<file path="config.mk">
export PLATFORM = sky130hd
export DESIGN_NAME = nfh_host
export DESIGN_NICKNAME = d
export VERILOG_FILES = /design/src/include/nfh_pkg.sv /design/src/rtl/nfh_host.sv
export VERILOG_INCLUDE_DIRS = /design/src /design/src/include
export SDC_FILE = /design/constraint.sdc
export NUM_CORES = 1
export LEC_CHECK = 0
export ABC_AREA = 1
export BUFFER_PORTS_ARGS = -buffer_cell sky130_fd_sc_hd__buf_2
export CAP_MARGIN = 25
export CORE_MARGIN = 1.5
export CORE_UTILIZATION = 45
export DETAILED_ROUTE_END_ITERATION = 10
export HOLD_SLACK_MARGIN = 0.05
export PLACE_DENSITY_LB_ADDON = 0.05
export SLEW_MARGIN = 0
export SYNTH_ARGS = -nofsm -noshare
export SYNTH_HDL_FRONTEND = slang
export SYNTH_SLANG_ARGS = --single-unit
</file>
<file path="constraint.sdc">
create_clock -name ref_clk -period 2 [get_ports ref_clk]
set_clock_uncertainty 0.05 [all_clocks]
set_input_delay 0.2 -clock ref_clk [delete_from_list [all_inputs] [get_ports ref_clk]]
set_output_delay 0.2 -clock ref_clk [all_outputs]
set_load 0.02 [all_outputs]
</file>
<file path="src/include/nfh_map.svh">
/*
  timing counts and command codes for the nand pin host controller.
  assumes a 25 MHz ref_clk; counts derive from times in ns.
*/
`ifndef NFH_MAP_SVH
`define NFH_MAP_SVH
`define NFH_CLK_NS 40
`define NFH_T_WP_NS 25
`define NFH_T_WH_NS 15
`define NFH_T_RP_NS 30
`define NFH_T_REA_NS 35
`define NFH_T_REH_NS 15
`define NFH_T_WB_NS 100
`define NFH_WP_CYC ((`NFH_T_WP_NS + `NFH_CLK_NS - 1) / `NFH_CLK_NS)
`define NFH_WH_CYC ((`NFH_T_WH_NS + `NFH_CLK_NS - 1) / `NFH_CLK_NS)
`define NFH_RP_CYC ((`NFH_T_REA_NS + `NFH_CLK_NS - 1) / `NFH_CLK_NS + 1)
`define NFH_WB_CYC ((`NFH_T_WB_NS + `NFH_CLK_NS - 1) / `NFH_CLK_NS)
`define NFH_CMD_READ_LO 8'h00
`define NFH_CMD_PROG_SETUP 8'h80
`define NFH_CMD_PROG_GO 8'h10
`define NFH_CMD_ERASE_SETUP 8'h60
`define NFH_CMD_ERASE_GO 8'hD0
`endif

</file>
<file path="src/include/nfh_pkg.sv">
/*
  types for the nand pin host controller.
  assumes nfh_map.svh is on the include path.
*/
`default_nettype none
package nfh_pkg;
  typedef enum logic [2:0]
  {
    NFH_OP_CMD = 3'h0,
    NFH_OP_ADDR = 3'h1,
    NFH_OP_WDATA = 3'h2,
    NFH_OP_RDATA = 3'h3,
    NFH_OP_WAIT = 3'h4,
    NFH_OP_DESEL = 3'h5
  } nfh_op_e;
  typedef enum logic [3:0]
  {
    NFH_IDLE = 4'b0001,
    NFH_LOW = 4'b0010,
    NFH_HIGH = 4'b0100,
    NFH_BUSY = 4'b1000
  } nfh_state_e;
endpackage
`default_nettype wire

</file>
<file path="src/rtl/nfh_host.sv">
/*
  host side pin sequencer for an 8-bit multiplexed nand flash.
  user issues one bus cycle per request (command, address, data in/out,
  wait for ready, deselect). assumes an external pull-up on ready/busy.
*/
`timescale 1ns/1ps
`default_nettype none
`include "nfh_map.svh"

// Function
// - command byte on write strobe with cmd_latch
// - address byte on write strobe with addr_latch
// - data byte when both latch selects low
// - busy is open drain, pulled up outside the host
// - read/program take column, row lo, row hi
// - erase uses setup, two rows, confirm
module nfh_host
  import nfh_pkg::*;
(
  input wire logic ref_clk,
  input wire logic rstn,
  input wire logic req_valid,
  input wire logic [2:0] req_op,
  input wire logic [7:0] req_data,
  input wire logic req_spare_off,
  input wire logic req_lockout_n,
  output logic req_ready,
  output logic rsp_valid,
  output logic [7:0] rsp_data,
  output logic chip_sel_n,
  output logic cmd_latch,
  output logic addr_latch,
  output logic write_strobe_n,
  output logic read_strobe_n,
  output logic spare_area_disable,
  output logic prog_lockout_n,
  output logic [7:0] shared_bus_pins_o,
  output logic shared_bus_pins_oe,
  input wire logic [7:0] shared_bus_pins_i,
  input wire logic ready_busy_n
);
  // ****************************************
  // input synchronisers
  // ****************************************
  logic [7:0] bus_s1_q, bus_s2_q;
  logic rb_s1_q, rb_s2_q;
  always_ff @(posedge ref_clk)
  begin
    if (!rstn)
    begin
      bus_s1_q <= 8'h00;
      bus_s2_q <= 8'h00;
      rb_s1_q <= 1'b1;
      rb_s2_q <= 1'b1;
    end
    else
    begin
      bus_s1_q <= shared_bus_pins_i;
      bus_s2_q <= bus_s1_q;
      rb_s1_q <= ready_busy_n;
      rb_s2_q <= rb_s1_q;
    end
  end

  // ****************************************
  // bus cycle sequencer
  // ****************************************
  nfh_state_e st_q, st_d;
  nfh_op_e op_q, op_d;
  logic [3:0] cnt_q, cnt_d;
  logic ce_n_q, ce_n_d, cle_q, cle_d, ale_q, ale_d, we_n_q, we_n_d, re_n_q, re_n_d;
  logic [7:0] dout_q, dout_d, rdat_q, rdat_d;
  logic oe_q, oe_d, rdy_q, rdy_d, rv_q, rv_d, sp_q, sp_d, lk_q, lk_d;

  always_comb
  begin
    st_d = st_q;
    op_d = op_q;
    cnt_d = cnt_q;
    ce_n_d = ce_n_q;
    cle_d = cle_q;
    ale_d = ale_q;
    we_n_d = we_n_q;
    re_n_d = re_n_q;
    dout_d = dout_q;
    oe_d = oe_q;
    rdat_d = rdat_q;
    rdy_d = rdy_q;
    rv_d = 1'b0;
    sp_d = sp_q;
    lk_d = lk_q;
    unique case (st_q)
      NFH_IDLE:
      begin
        if (req_valid && rdy_q)
        begin
          rdy_d = 1'b0;
          op_d = nfh_op_e'(req_op);
          sp_d = req_spare_off;
          lk_d = req_lockout_n;
          cnt_d = 4'(`NFH_WP_CYC);
          unique case (nfh_op_e'(req_op))
            NFH_OP_CMD, NFH_OP_ADDR, NFH_OP_WDATA:
            begin
              // latch selects fix the meaning of the rising write strobe
              ce_n_d = 1'b0;
              cle_d = (nfh_op_e'(req_op) == NFH_OP_CMD);
              ale_d = (nfh_op_e'(req_op) == NFH_OP_ADDR);
              dout_d = req_data;
              oe_d = 1'b1;
              we_n_d = 1'b0;
              st_d = NFH_LOW;
            end
            NFH_OP_RDATA:
            begin
              ce_n_d = 1'b0;
              cle_d = 1'b0;
              ale_d = 1'b0;
              oe_d = 1'b0;
              re_n_d = 1'b0;
              cnt_d = 4'(`NFH_RP_CYC);
              st_d = NFH_LOW;
            end
            NFH_OP_WAIT:
            begin
              // busy goes low only after a short delay past the strobe
              cnt_d = 4'(`NFH_WB_CYC);
              st_d = NFH_BUSY;
            end
            default:
            begin
              // deselect abandons a read; program/erase run on regardless
              ce_n_d = 1'b1;
              cle_d = 1'b0;
              ale_d = 1'b0;
              oe_d = 1'b0;
              rv_d = 1'b1;
              rdy_d = 1'b1;
            end
          endcase
        end
      end
      NFH_LOW:
      begin
        if (cnt_q > 4'h1)
          cnt_d = cnt_q - 4'h1;
        else
        begin
          we_n_d = 1'b1;
          re_n_d = 1'b1;
          cnt_d = 4'(`NFH_WH_CYC);
          st_d = NFH_HIGH;
        end
      end
      NFH_HIGH:
      begin
        if (cnt_q > 4'h1)
          cnt_d = cnt_q - 4'h1;
        else
        begin
          // hold data one cycle past the rising strobe, then release
          oe_d = 1'b0;
          // synchroniser lag: the read byte reaches stage two only now
          if (op_q == NFH_OP_RDATA)
            rdat_d = bus_s2_q;
          rv_d = 1'b1;
          rdy_d = 1'b1;
          st_d = NFH_IDLE;
        end
      end
      NFH_BUSY:
      begin
        if (cnt_q != 4'h0)
          cnt_d = cnt_q - 4'h1;
        else if (rb_s2_q)
        begin
          rv_d = 1'b1;
          rdy_d = 1'b1;
          st_d = NFH_IDLE;
        end
      end
      default:
      begin
        st_d = NFH_IDLE;
        rdy_d = 1'b1;
      end
    endcase
  end

  always_ff @(posedge ref_clk)
  begin
    if (!rstn)
    begin
      st_q <= NFH_IDLE;
      op_q <= NFH_OP_CMD;
      cnt_q <= 4'h0;
      ce_n_q <= 1'b1;
      cle_q <= 1'b0;
      ale_q <= 1'b0;
      we_n_q <= 1'b1;
      re_n_q <= 1'b1;
      dout_q <= 8'h00;
      oe_q <= 1'b0;
      rdat_q <= 8'h00;
      rdy_q <= 1'b1;
      rv_q <= 1'b0;
      sp_q <= 1'b0;
      lk_q <= 1'b0;
    end
    else
    begin
      st_q <= st_d;
      op_q <= op_d;
      cnt_q <= cnt_d;
      ce_n_q <= ce_n_d;
      cle_q <= cle_d;
      ale_q <= ale_d;
      we_n_q <= we_n_d;
      re_n_q <= re_n_d;
      dout_q <= dout_d;
      oe_q <= oe_d;
      rdat_q <= rdat_d;
      rdy_q <= rdy_d;
      rv_q <= rv_d;
      sp_q <= sp_d;
      lk_q <= lk_d;
    end
  end

  assign req_ready = rdy_q;
  assign rsp_valid = rv_q;
  assign rsp_data = rdat_q;
  assign chip_sel_n = ce_n_q;
  assign cmd_latch = cle_q;
  assign addr_latch = ale_q;
  assign write_strobe_n = we_n_q;
  assign read_strobe_n = re_n_q;
  assign spare_area_disable = sp_q;
  assign prog_lockout_n = lk_q;
  assign shared_bus_pins_o = dout_q;
  assign shared_bus_pins_oe = oe_q;
endmodule
`default_nettype wire

</file>
==> reports/qor.yml, run 1 <==
outcome: "completed"
ys.flop_type: "dfxtp_1"
area_growth_pct: 21.7
seq_area_frac_synth: 0.484
grt_pass1_vias: 1832
yosys.area.top_type: "dfxtp_1"
crit_path_max_fanout: 5
post-route-util: 0.579
avgViaCountPerCell: 4.61
rsz0062_at_grt: "false"
holdWs_ns: 0.0585
synth_top_area_frac: 0.484
finalMaxSlewViolations: 0
cts_resized: 0
synth_nets: 336
ant_nets: 0
synth_edf_count: 0
n_fill_cell: 464
clock-root-buffer: "clkbuf_8"
antenna_found_initial: 0
setup_tns_ns: 0
grt_max_degree: 36
async_reset_ff_frac: 0
overflow: 0
critPathLaunchType: "flip-flop"
ys_warn_count: 0
clock_sinks: 55
cap_violations: 0
ioPinCount: 51
synth_compound_area_frac: 0.115
setup_violations: 0
synthAdderAreaFrac: 0.0110
peakVddDrop_mv: 0.621
path_clk_slew_ns: 0.10
wl_per_cell_um: 10.8
netlist_top_cells_count: "nand2_1, dfxtp_1, inv_1"
synth.most_common_cell: "nand2_1"
synth-seq-cells: 55
die_w_um: 74.1
drt-initial-drc-count: 74
period_minus_slack_ns: 1.61
start_util: 0.476
die_h_um: 74.1
num_rows: 25
multi_input_area_um2: 967
track_usage: 0.187
clk_latency_ns: 0.32
drc: 0
p_per_area_mw_per_mm2: 1010
slew_headroom: 0.576
core_region_area_mm2: 0.00479
numPortBuffers: 50
hold_violations: 0
synth_xor_area_frac: 0.00385
htree_levels: 2
synthesis.area_mm2: 0.00228
synth_mux_area_frac: 0
ctsLongestPathBuffers: 2
cts_tree: "done"
synth_cell_types: 27
synth.top_cells.by_area: "dfxtp_1, nand2_1, inv_1"
dp_hpwl_mm: 3.38
synthCells: 309
worstPathRequired_ns: 2.21
syn_area_per_cell_um2: 7.37
drive_gt1_frac: 0.237
hold_class: "in -> reg"
cts_buffers: 5
grt_pass1_wl_mm: 7.82
layout.nets: 398
path_class: "reg -> reg"
regArea_mm2: 0.00110
finish.instance_area_mm2: 0.00277
drt_pre_antenna_iters: 4
period_share: 0.805
synth-simple-area-share: 0.295
synth_top_family_by_area: "simple AND/OR/NAND/NOR gates"
fmax_mhz: 621
endpoint_kind: "flip-flop"
wirelength_mm: 4.74
worst_slew_pin_slew_ns: 0.633
gp_congestion: 0.828
vias: 2023
n_antenna_cell: 0
die-area_mm2: 0.00550
power_mw: 2.79
leakagePower_nw: 1.38
crit_arrival_ns: 1.82
place_area_mm2: 0.00259
[placed cells by master (no fill, tap or decap), drive strengths merged]
master and count:
a21oi 27, a31oi 1, buf 53, clkbuf 5
clkinv 1, clkinvlp 2, dfxtp 55, dlygate4sd3 9
ha 2, inv 43, nand2 89, nand3 23
nor2 38, nor3 1, o211a 1, o21ai 19
or2 2, xor2 1
[repair_timing]
action | 4_1_cts | 5_1_grt
hold endpoints to repair | 9 | 0
buffers inserted | 0 | 0
hold buffers | 9 | 0
setup endpoints to repair | 0 | 0
[routing by layer]
| metal | wire length (um) | vias to the layer above | track usage |
|---|---|---|---|
| li1 | - | 1083 | - |
| met1 | 2180 | 890 | 0.219 |
| met2 | 2350 | 46 | 0.337 |
| met3 | 168 | 4 | 0.0434 |
| met4 | 46 | 0 | 0.0556 |
| met5 | 0 | - | 0 |
[per-stage QoR]
stage	instances	setup WS, ns
after global placement	422	0.417
after detailed placement	422	0.394
final	439	0.389
after global routing	439	0.192
after floorplan	309	0.543
after CTS	439	0.379
[critical path, cell delays in order, from the launching register on]
cell	delay, ns
dfxtp_1	0.36
inv_1	0.08
ha_1	0.25
o21ai_1	0.26
nand2_1	0.11
nand2_1	0.15
nor2_1	0.08
o21ai_0	0.07
nand2_1	0.06
nor2_1	0.09
[sequential cells by signal, summed over array words and instances, names as in the netlist, 3 cells and up]
name and flops:
st_q 4, bus_s2_q 8, rsp_data 8, op_q 3
cnt_q 4, shared_bus_pins_o 8, bus_s1_q 8
[worst paths after layout]
path	startpoint	end	cells after the start	slack [ns]
max	cnt_q[0]$_SDFFE_PN0P_	shared_bus_pins_oe$_SDFFE_PN0P_	9	0.39
min	req_spare_off	spare_area_disable$_SDFFE_PN0P_	3	0.06
max reg2reg	cnt_q[0]$_SDFFE_PN0P_	shared_bus_pins_oe$_SDFFE_PN0P_	9	0.39
min reg2reg	bus_s1_q[6]$_SDFF_PN0_	bus_s2_q[6]$_SDFF_PN0_	2	0.37
[layout make-up]
class                           count  area share
Clock buffer                        5      0.0248
Timing Repair Buffer               62       0.131
Tap cell                           67      0.0302
Clock inverter                      3     0.00858
Inverter                           43      0.0591
Sequential cell                    55       0.397
Multi-Input combinational cell    204       0.349
[cells by family after synthesis]
family / after synthesis
simple gates: 153
flops: 55
xor+xnor: 1
compound gates: 48
buf+inv: 50
fa+ha+maj: 2
[where the power goes]
group | switching, mW | internal, mW | total (mW)
Sequential | 0.0616 | 1.22 | 1.28
Combinational | 0.572 | 0.302 | 0.874
Clock | 0.379 | 0.251 | 0.630
Total | 1.01 | 1.78 | 2.79
Power figures use the tool's default switching activity.
==> run 2, diff against run 1 <==
clock period = 1.6 ns   (was 2 ns; I/O delays follow)
==> reports/qor.yml, run 2 (synthesized netlist as in run 1, its figures left out) <==
met2_usage: 0.318
crit_path_max_fanout: 5
finalMaxSlewViolations: 0
setup_tns_ns: 0
wl_per_cell_um: 10.5
drc: 0
area_growth_pct: 26.7
final_common_cell: "nand2_1"
grt_pass1_wl_mm: 7.98
dp_hpwl_mm: 3.37
ctsLongestPathBuffers: 2
period_minus_slack_ns: 1.48
overflow: 0
hold_class: "in -> reg"
die_h_um: 74.1
cp_slowest_stage_delay_ns: 0.36
layout_common_cells: "nand2_1, dfxtp_1, buf_2, inv_1, nor2_1"
die_w_um: 74.1
drt-initial-drc-count: 46
ant_nets: 0
setup_violations: 0
fmax_mhz: 674
peakVddDrop_mv: 0.858
drt_pre_antenna_iters: 4
cts_buffers: 5
cap_violations: 0
crit_arrival_ns: 1.64
die-area_mm2: 0.00550
final.setup.worst_slack_ns: 0.117
clock-root-buffer: "clkbuf_8"
slew_headroom: 0.762
period_share: 0.927
num_rows: 25
htree_levels: 2
vias: 2031
path_clk_slew_ns: 0.09
grt_max_degree: 36
hold_violations: 0
numPortBuffers: 50
clock_sinks: 55
track_usage: 0.187
worst_slew_pin_slew_ns: 0.357
p_per_area_mw_per_mm2: 1290
antenna_found_initial: 0
slowest_stage: "dfxtp_2"
wirelength_mm: 4.70
start_util: 0.476
avgViaCountPerCell: 4.55
pre_cts_ws_ns: 0.00167
gp_congestion: 0.879
clk_latency_ns: 0.30
critPathBufInv: 2
cts_tree: "done"
path_class: "reg -> reg"
endpoint_kind: "flip-flop"
power_mw: 3.72
layout.nets: 405
crit_chain: "inv_2, ha_4, nor2_2, nor2_2, nand2_2, clkinv_4, nor2_4, nand2_4, nor2_1, nor2_1"
met3_usage: 0.0407
grt_pass1_vias: 1907
post-route-util: 0.603
met1_usage: 0.236
outcome: "completed"
ioPinCount: 51
top_usage_layer: "met2"
leakagePower_nw: 1.43
crit_family: "simple AND/OR/NAND/NOR gates"
drive_gt1_frac: 0.261
core_region_area_mm2: 0.00479
n_antenna_cell: 0
worstPathRequired_ns: 1.76
critPathLaunchType: "flip-flop"
-- run 2: cell types whose count changed in the layout (fill, tap and decap cells not counted), sizes merged --
cell / previous run / this run
bufinv: 0 / 1
clkinv: 1 / 3
inv: 43 / 42
dlygate4sd3: 9 / 12
buf: 53 / 57
clkinvlp: 2 / 0
-- run 2: cell type report --
cell class | instances | area, um^2
Clock buffer | 5 | 68.8
Fill cell | 452 | 1900
Inverter | 43 | 166
Timing Repair Buffer | 69 | 423
Sequential cell | 55 | 1100
Tap cell | 67 | 83.8
Multi-Input combinational cell | 204 | 993
Clock inverter | 3 | 47.5
-- run 2: worst paths after layout --
path                         startpoint                           endpoint  slack (ns)  depth (start not counted)
hold / removal              req_data[0]  shared_bus_pins_o[0]$_SDFFE_PN0P_        0.08                          3
setup reg to reg  cnt_q[0]$_SDFFE_PN0P_              cnt_q[1]$_SDFFE_PN0P_        0.12                         10
hold reg to reg      rb_s1_q$_SDFF_PN1_                 rb_s2_q$_SDFF_PN1_        0.37                          1
setup / recovery  cnt_q[0]$_SDFFE_PN0P_              cnt_q[1]$_SDFFE_PN0P_        0.12                         10
-- run 2: metal layers --
| layer | vias to the layer above | wire length, um | share of wire |
|---|---|---|---|
| met4 | 0 | 37 | 0.0079 |
| met5 | - | 0 | 0 |
| met1 | 897 | 2190 | 0.47 |
| met3 | 4 | 147 | 0.031 |
| li1 | 1099 | - | - |
| met2 | 31 | 2320 | 0.49 |
-- run 2: timing repair --
item / 4_1_cts / 5_1_grt
hold buffers: 12 / 0
resized for setup: 1 / 11
endpoints found under the setup margin: 4 / 18
endpoints found under the hold margin: 12 / 0
setup buffers: 0 / 2
-- run 2: worst register-to-register path: stages, from the launching register on --
cell and delay [ns]:
dfxtp_2 0.36, inv_2 0.06, ha_4 0.17, nor2_2 0.12
nor2_2 0.07, nand2_2 0.11, clkinv_4 0.09, nor2_4 0.13
nand2_4 0.07, nor2_1 0.11, nor2_1 0.05
-- run 2: power breakdown --
part           internal [mW]  leakage (nW)  switching, mW  total, mW
clock                  0.475        0.0587          0.454      0.929
combinational          0.432         0.924          0.744       1.18
sequential              1.53         0.452         0.0844       1.61
-- run 2: stage by stage --
| stage | std cells | cell area (um^2) | hold WS [ns] |
|---|---|---|---|
| 2_1_floorplan | 309 | 2280 | 0.208 |
| 3_3_place_gp | 424 | 2600 | 0.289 |
| 3_5_place_dp | 424 | 2600 | 0.295 |
| 4_1_cts | 444 | 2840 | 0.0721 |
| 5_1_grt | 446 | 2890 | 0.0963 |
| 6_report | 446 | 2890 | 0.0773 |
